## config.mk

```make
export PLATFORM = sky130hd
export DESIGN_NAME = tbp_pwm
export DESIGN_NICKNAME = d
export VERILOG_FILES = /design/src/tbp_pwm.v
export VERILOG_INCLUDE_DIRS = /design/src
export SDC_FILE = /design/constraint.sdc
export NUM_CORES = 1
export LEC_CHECK = 0
export BUFFER_PORTS_ARGS = -buffer_cell sky130_fd_sc_hd__clkbuf_2
export CAP_MARGIN = 20
export CORE_UTILIZATION = 39
export DETAILED_ROUTE_END_ITERATION = 6
export PLACE_DENSITY = 0.69
export SLEW_MARGIN = 10
export SYNTH_ARGS = -nofsm -noshare
export SYNTH_HDL_FRONTEND = slang
export SYNTH_SLANG_ARGS = --single-unit
```

## constraint.sdc

```tcl
create_clock -name I_MCLK -period 4.3 [get_ports I_MCLK]
set_clock_uncertainty 0.1 [all_clocks]
set_input_delay 0.215 -clock I_MCLK [delete_from_list [all_inputs] [get_ports I_MCLK]]
set_output_delay 0.215 -clock I_MCLK [all_outputs]
set_load 0.05 [all_outputs]
```

## src/tbp_map.vh

```
// Register map, field positions, reset values and timing for the PWM block.
`ifndef TBP_MAP_VH
`define TBP_MAP_VH
// ****************************************************************
// Register offsets
// ****************************************************************
`define TBP_IDX_CLK_CTRL 16'hffd0
`define TBP_IDX_DUTY_UP 16'hffd1
`define TBP_IDX_DUTY_LO 16'hffd2
`define TBP_IDX_P9_FUNC 16'hffec
`define TBP_IDX_PB_FUNC 16'hffee
`define TBP_IDX_EDGE_SEL 16'hfff2
`define TBP_IDX_IRQ_EN 16'hfff3
`define TBP_IDX_IRQ_REQ 16'hfff6
`define TBP_IDX_IRQ_STAT 16'hfff8
`define TBP_IDX_IRQ_MASK 16'hfff9
// ****************************************************************
// Field positions
// ****************************************************************
`define TBP_BIT_PWM_SEL 0
`define TBP_BIT_IRQ_SEL 3
`define TBP_BIT_EDGE 1
`define TBP_BIT_IEN 1
`define TBP_BIT_PEND 1
`define TBP_STAT_EDGE 0
`define TBP_STAT_LOAD 1
// ****************************************************************
// Reset values
// ****************************************************************
`define TBP_RST_BYTE 8'h00
`define TBP_RST_DUTY 10'h000
`define TBP_RST_STAT 2'h0
// ****************************************************************
// Timing
// ****************************************************************
`define TBP_PRESC_W 13
`define TBP_FRAME_W 10
`endif

```

## src/tbp_pwm.v

```verilog
// Ten-bit pulse-division PWM channel with edge interrupt and APB registers.
//
// Summary of operation
// - A 10-bit duty is held, upper 2 bits and lower 8 bits in two registers.
// - Both duty registers are write-only and read back as zero.
// - Writing the upper bits moves the full value into the generator.
// - The duty equals the high clock units in one 1024-unit period.
// - High time is spread over the period by pulse division.
// - The clock control register is eight-bit write-only, picking the clock.
// - Clock select bits 1:0 at zero clock the PWM from the system clock.
// - A 13-bit up-counting prescaler supplies the other clock choices.
// - Port-9 function bit 0 picks general output or PWM on the pin.
// - Port-B function bit 3 picks general input or the interrupt input.
// - Edge select bit 1 picks falling (0) or rising (1) edge.
// - Enable bit 1 gates the external interrupt request.
// - Request bit 1 reads one once the selected edge has been seen.
// - The port-9 function register is eight-bit read and write.
//
// The implementer's own choice: the APB interface to the registers.
`timescale 1ns/1ps
`include "tbp_map.vh"
module tbp_pwm (
    // Clock and reset
    input wire I_MCLK,
    input wire I_SYS_RST,
    // APB slave
    input wire I_PSEL,
    input wire I_PENABLE,
    input wire I_PWRITE,
    input wire [17:0] I_PADDR,
    input wire [31:0] I_PWDATA,
    output reg [31:0] O_PRDATA,
    output reg O_PREADY,
    output reg O_PSLVERR,
    // Pins
    input wire I_EXT_IRQ_PIN,
    input wire I_GENERAL_OUT_LEVEL,
    output reg O_PWM_PIN,
    output reg O_GENERAL_INPUT_PIN,
    output reg O_IRQ
);
// ****************************************************************
// Registers and bus decode
// ****************************************************************
reg [7:0] clk_ctrl_r;
reg [7:0] duty_lo_r;
reg [9:0] duty_r;
reg [7:0] p9_func_r;
reg [7:0] pb_func_r;
reg [7:0] edge_sel_r;
reg [7:0] irq_en_r;
reg pend_r;
reg [1:0] stat_r;
reg [1:0] mask_r;
reg [12:0] presc_r;
reg [9:0] frame_r;
reg tick_r;
reg pin_s1_r;
reg pin_s2_r;
reg pin_d_r;
reg load_pulse;
reg [31:0] rdata_nxt;
reg hit;
wire [15:0] idx;
wire wr_acc;
wire rd_acc;
wire edge_seen;
wire [9:0] rev;
wire [12:0] presc_nxt;
wire [1:0] sel;
reg tick_nxt;
wire [9:0] frame_nxt;
wire duty_hi;
wire acc_now;
wire edge_evt;
wire req_wr;
wire req_clr;
wire stat_wr;
wire [1:0] stat_clr;
wire [1:0] stat_set;
wire req_on;
wire stat_on;
// Registers sit one per word; the byte address is four times the index.
assign idx = I_PADDR[17:2];
assign acc_now = I_PSEL & I_PENABLE & ~O_PREADY;
assign wr_acc = I_PSEL & I_PENABLE & I_PWRITE & ~O_PREADY;
assign rd_acc = I_PSEL & I_PENABLE & ~I_PWRITE & ~O_PREADY;

always @* begin
    hit = 1'b1;
    rdata_nxt = 32'h00000000;
    case (idx)
        `TBP_IDX_DUTY_UP: begin
            rdata_nxt = 32'h00000000;
        end
        `TBP_IDX_DUTY_LO: begin
            rdata_nxt = 32'h00000000;
        end
        `TBP_IDX_CLK_CTRL: begin
            rdata_nxt = 32'h00000000;
        end
        `TBP_IDX_P9_FUNC: begin
            rdata_nxt = {24'h000000, p9_func_r};
        end
        `TBP_IDX_PB_FUNC: begin
            rdata_nxt = {24'h000000, pb_func_r};
        end
        `TBP_IDX_EDGE_SEL: begin
            rdata_nxt = {24'h000000, edge_sel_r};
        end
        `TBP_IDX_IRQ_EN: begin
            rdata_nxt = {24'h000000, irq_en_r};
        end
        `TBP_IDX_IRQ_REQ: begin
            rdata_nxt = {30'h00000000, pend_r, 1'b0};
        end
        `TBP_IDX_IRQ_STAT: begin
            rdata_nxt = {30'h00000000, stat_r};
        end
        `TBP_IDX_IRQ_MASK: begin
            rdata_nxt = {30'h00000000, mask_r};
        end
        default: begin
            hit = 1'b0;
        end
    endcase
end

// One wait state: the access is answered in the cycle after penable rises.
always @(posedge I_MCLK) begin
    if (I_SYS_RST) begin
        O_PREADY <= 1'b0;
        O_PRDATA <= 32'h00000000;
        O_PSLVERR <= 1'b0;
    end else begin
        // Strobes fire once, in the cycle before ready rises.
        O_PREADY <= acc_now;
        O_PSLVERR <= acc_now & ~hit;
        if (rd_acc) begin
            O_PRDATA <= rdata_nxt;
        end
    end
end

// ****************************************************************
// Register writes
// ****************************************************************
always @(posedge I_MCLK) begin
    if (I_SYS_RST) begin
        clk_ctrl_r <= `TBP_RST_BYTE;
        duty_lo_r <= `TBP_RST_BYTE;
        duty_r <= `TBP_RST_DUTY;
        p9_func_r <= `TBP_RST_BYTE;
        pb_func_r <= `TBP_RST_BYTE;
        edge_sel_r <= `TBP_RST_BYTE;
        irq_en_r <= `TBP_RST_BYTE;
        mask_r <= `TBP_RST_STAT;
        load_pulse <= 1'b0;
    end else begin
        load_pulse <= 1'b0;
        if (wr_acc) begin
            case (idx)
                `TBP_IDX_CLK_CTRL: begin
                    clk_ctrl_r <= I_PWDATA[7:0];
                end
                `TBP_IDX_DUTY_LO: begin
                    duty_lo_r <= I_PWDATA[7:0];
                end
                `TBP_IDX_DUTY_UP: begin
                    duty_r <= {I_PWDATA[1:0], duty_lo_r};
                    load_pulse <= 1'b1;
                end
                `TBP_IDX_P9_FUNC: begin
                    p9_func_r <= I_PWDATA[7:0];
                end
                `TBP_IDX_PB_FUNC: begin
                    pb_func_r <= I_PWDATA[7:0];
                end
                `TBP_IDX_EDGE_SEL: begin
                    edge_sel_r <= I_PWDATA[7:0];
                end
                `TBP_IDX_IRQ_EN: begin
                    irq_en_r <= I_PWDATA[7:0];
                end
                `TBP_IDX_IRQ_MASK: begin
                    mask_r <= I_PWDATA[1:0];
                end
                default: begin
                    mask_r <= mask_r;
                end
            endcase
        end
    end
end

// ****************************************************************
// Prescaler and PWM generator
// ****************************************************************
// prescaler count up
assign presc_nxt = presc_r + 13'h0001;
assign sel = clk_ctrl_r[1:0];
// select zero is system clock
// Each divided choice ticks when its prescaler bit rises.
always @* begin
    tick_nxt = 1'b0;
    case (sel)
        2'b00: begin
            tick_nxt = 1'b1;
        end
        2'b01: begin
            tick_nxt = presc_nxt[0] & ~presc_r[0];
        end
        2'b10: begin
            tick_nxt = presc_nxt[1] & ~presc_r[1];
        end
        2'b11: begin
            tick_nxt = presc_nxt[2] & ~presc_r[2];
        end
        default: begin
            tick_nxt = 1'b1;
        end
    endcase
end
assign frame_nxt = frame_r + 10'h001;
// Bit-reversed frame count spreads high units evenly across the period.
genvar gi;
generate
    for (gi = 0; gi < `TBP_FRAME_W; gi = gi + 1) begin : g_rev
        assign rev[gi] = frame_r[`TBP_FRAME_W - 1 - gi];
    end
endgenerate
// A duty of all ones leaves one unit low; full on is not reachable.
assign duty_hi = (rev < duty_r);

always @(posedge I_MCLK) begin
    if (I_SYS_RST) begin
        presc_r <= 13'h0000;
        tick_r <= 1'b0;
        frame_r <= 10'h000;
        O_PWM_PIN <= 1'b0;
    end else begin
        presc_r <= presc_nxt;
        tick_r <= tick_nxt;
        if (tick_r) begin
            frame_r <= frame_nxt;
        end
        if (p9_func_r[`TBP_BIT_PWM_SEL]) begin
            O_PWM_PIN <= duty_hi;
        end else begin
            O_PWM_PIN <= I_GENERAL_OUT_LEVEL;
        end
    end
end

// ****************************************************************
// External interrupt
// ****************************************************************
// edge polarity choose
assign edge_seen = edge_sel_r[`TBP_BIT_EDGE] ? (pin_s2_r & ~pin_d_r) :
                   (~pin_s2_r & pin_d_r);
assign edge_evt = pb_func_r[`TBP_BIT_IRQ_SEL] & edge_seen;
assign req_wr = wr_acc & (idx == `TBP_IDX_IRQ_REQ);
assign req_clr = req_wr & ~I_PWDATA[`TBP_BIT_PEND];
assign stat_wr = wr_acc & (idx == `TBP_IDX_IRQ_STAT);
assign stat_clr = stat_wr ? I_PWDATA[1:0] : 2'b00;
assign stat_set = {load_pulse, edge_evt};
assign req_on = pend_r & irq_en_r[`TBP_BIT_IEN];
assign stat_on = |(stat_r & mask_r);

// ****************************************************************
// Pin synchroniser
// ****************************************************************
// The pin is asynchronous; only the second stage and its delayed copy feed any logic.
always @(posedge I_MCLK) begin
    if (I_SYS_RST) begin
        pin_s1_r <= 1'b0;
        pin_s2_r <= 1'b0;
        pin_d_r <= 1'b0;
    end else begin
        pin_s1_r <= I_EXT_IRQ_PIN;
        pin_s2_r <= pin_s1_r;
        pin_d_r <= pin_s2_r;
    end
end

// ****************************************************************
// General input pin
// ****************************************************************
always @(posedge I_MCLK) begin
    if (I_SYS_RST) begin
        O_GENERAL_INPUT_PIN <= 1'b0;
    end else begin
        if (pb_func_r[`TBP_BIT_IRQ_SEL]) begin
            O_GENERAL_INPUT_PIN <= 1'b0;
        end else begin
            O_GENERAL_INPUT_PIN <= pin_s2_r;
        end
    end
end

// ****************************************************************
// Request flag
// ****************************************************************
// A clear that meets a new edge in the same cycle loses, so none is lost.
always @(posedge I_MCLK) begin
    if (I_SYS_RST) begin
        pend_r <= 1'b0;
    end else begin
        if (edge_evt) begin
            pend_r <= 1'b1;
        end else if (req_clr) begin
            pend_r <= 1'b0;
        end
    end
end

// ****************************************************************
// Sticky status and interrupt line
// ****************************************************************
// Status clears by writing one; a new event in the same cycle still wins.
always @(posedge I_MCLK) begin
    if (I_SYS_RST) begin
        stat_r <= `TBP_RST_STAT;
        O_IRQ <= 1'b0;
    end else begin
        stat_r <= (stat_r & ~stat_clr) | stat_set;
        O_IRQ <= req_on | stat_on;
    end
end

endmodule

```

==> results.md <==
* Setup TNS Final at 0 ns
* Final hold viol count at 0
* Total power at 0.00147 W
* Max_cap viols at 0
* DRC Markers at 0
* IO Port Bufs at 43
* Synthesis Warnings at 0
* RSZ-0062 raised after global routing: no
* P&R area growth vs syn at 9.42%
* Startpoint types: flip-flop
* Wire per inst at about 14 um
* Number of global-route vias before repair at a little under 3k
* Clk Latency, worst-skew pair at between 0.3 and 0.4 ns
* RePlAce Congestion at approximately 0.80
* Max-slew violations at 0
* Worst Setup Slack, final at between 1.5 and 2 ns
* Share of layout cells above drive strength 1 at 15.5%
* Starting Density at roughly 40%
* Crit path cell chain: nand4b_1 -> nor3_1 -> nand4b_1 -> mux2i_1 -> nor2_1
* Final Cycle Share at 55.8%
* Post-synth EDFFs at 0
* Die area at 11,000 sq um
* Worst-path clk slew at approximately 0.090 ns
* Total clock sinks at a little under 90
* Initial antenna violation count at 0
* Core footprint at slightly above 10,000 sq um
* Cell variety after synth at 54
* CP Data Required Time at 4.42 ns
* Min Clock Period, post-route at about 2.4 ns
* Sequential fraction of the synthesis area at roughly 43%
* Max VDD drop at between 0.1 and 0.15 mV
* Num CTS Buffers at 9
* Fmax at between 0.4 and 0.5 GHz
* Crit path max-delay cell type: nand4b_1
* Worst-margin pin slew at around 0.86 ns
* Top cell type's share of synthesized area at between 40% and 50%
* Final setup fails at 0
* Root buf cell: clkbuf_8
* Ant. Diodes at 0
* Via count at between 3k and 4k
* Horiz. Die Dim at approximately 100 um
* Status: completed
* Post-Syn Instances at approximately 440
* Cell with the most instances after synthesis: dfxtp_1
* First-pass GRT wire length at 14.1 mm
* Seq cells post-synth at 88
* Post-DP HPWL at about 5.9 mm
* CTS tree: built
* Cell mode on critical path: nand4b_1
* Largest net degree at the start of global routing at 79
* Crit Path Class: flip-flop to flip-flop
* Post-Place Worst Slack at ~1.8 ns
* Top post-synthesis cells by area: dfxtp_1, mux2i_1, nor2_1
* Post-CTS Hold Buffers at 1
* Hold Crit Class: input pin to flip-flop
* Post-synth ARST share at 0%
* Worst path max stage delay at between 0.7 and 0.8 ns
* Critical Path Fanout Max at 11
* H-tree Lvls at 3
* Worst setup EP type: flip-flop
* GRT Resource Usage Total at 16.0%
* Leakage at 1.95 nW
* Max Root-Sink Buffers at 2
* Average cell area after synthesis at slightly above 9 sq um
* Detail Route Antenna Nets at 0
* Drt pass-1 iters at 5
* Cell Area, Synth at about 4100 sq um
* Most frequent cells after synthesis: dfxtp_1, nor2_1, mux2i_1, nand2_1, buf_4
* DRT iter0 DRCs at approximately 140
* I/O pin total at 94
* Final WL at approximately 8.4 mm
* Pwr dens at roughly 330 nW/um^2
* Yosys top cell by area: dfxtp_1
* Die Ht at roughly 100 um
* Worst path buffer plus inverter count at 0
* Crit path max-delay family: simple AND/OR/NAND/NOR gates
* FILL cells at between 1k and 1.5k
* Post-CTS setup buffers at 0
* Post-synth top flop: dfxtp_1
* Worst EP arrival at around 2.5 ns
* Core Rows at 37
* Nets at around 550
* Worst slew margin at a little over two fifths
* Total gr overflow at 0
* Vias/cell at about 5.0
* Post-CTS Resized at 0
[per-layer routing]
| layer | track usage (%) | share of wire (%) | vias up |
|---|---|---|---|
| li1 | - | - | 1545 |
| met2 | 26.5 | 48 | 72 |
| met1 | 20.7 | 47 | 1464 |
| met4 | 5.23 | 0.95 | 0 |
| met5 | 0 | 0 | - |
| met3 | 3.49 | 3.8 | 7 |
[power breakdown]
group          leakage, nW  internal (W)  switching, W  total [W]
Combinational         1.15     0.0000305      0.000100   0.000131
Sequential           0.711      0.000822    0.00000615   0.000828
Clock               0.0866      0.000212      0.000298   0.000510
[logic make-up after synthesis]
family,count (synthesis),share of synthesized area (%)
adders and majority gates,13,3.94
buffers and inverters,60,8.03
DFF,88,42.7
and+or+nand+nor,163,18.8
AOI/OAI and AO/OA,42,8.06
xor gates and xnor gates,9,1.91
muxes,68,16.5
other,1,0.0908
[registers in the layout, indices dropped and copies added, names as in the netlist, 2 cells and up]
register    cells
duty_r         10
frame_r        10
O_PRDATA        8
duty_lo_r       8
edge_sel_r      8
irq_en_r        8
p9_func_r       8
pb_func_r       8
presc_r         3
clk_ctrl_r      2
mask_r          2
stat_r          2
[final cells by class]
type | instances | area (sq um) | share of cell area, %
Timing Repair Buffer | 46 | 240 | 5.32
Sequential cell | 88 | 1760 | 39.0
Tap cell | 136 | 170 | 3.77
Clock inverter | 6 | 43.8 | 0.969
Inverter | 14 | 52.6 | 1.16
Clock buffer | 10 | 128 | 2.82
Multi-Input combinational cell | 319 | 2120 | 47.0
[stage by stage]
stage | area (sq um) | std cells | utilization, % | hold WS, ns
after global routing | 4520 | 619 | 44.0 | 0.00277
after detailed placement | 4340 | 602 | 42.2 | 0.337
after CTS | 4520 | 619 | 44.0 | 0.00191
after global placement | 4340 | 602 | 42.2 | 0.323
after floorplan | 4220 | 467 | - | 0.241
final | 4520 | 619 | 44.0 | 0.0114
[layout by cell type (no fill, tap or decap), types with 3 or more instances in the layout]
master	netlist	final
dfxtp_1	88	88
nor2_1	86	86
mux2i_1	67	67
clkbuf_2	0	43
nand2_1	28	28
conb_1	1	24
inv_1	14	14
ha_1	13	13
a21oi_1	12	12
nand4_1	11	11
clkbuf_8	0	9
nor2b_1	6	6
nand3_1	6	6
xor2_1	6	6
a22oi_2	5	5
o2bb2ai_1	4	4
nand4b_1	3	3
nor3_1	3	3
nand2b_1	3	3
xnor2_1	3	3
[path summary, 6_finish.rpt]
kind	from	end	slack (ns)	depth (start not counted)
setup / recovery	O_PREADY	duty_r[7]	1.90	5
hold / removal	I_GENERAL_OUT_LEVEL	O_PWM_PIN	0.01	2
setup reg to reg	O_PREADY	duty_r[7]	1.90	5
hold reg to reg	load_pulse	stat_r[1]	0.35	2
Note: power is estimated with default switching activity, not from simulation.
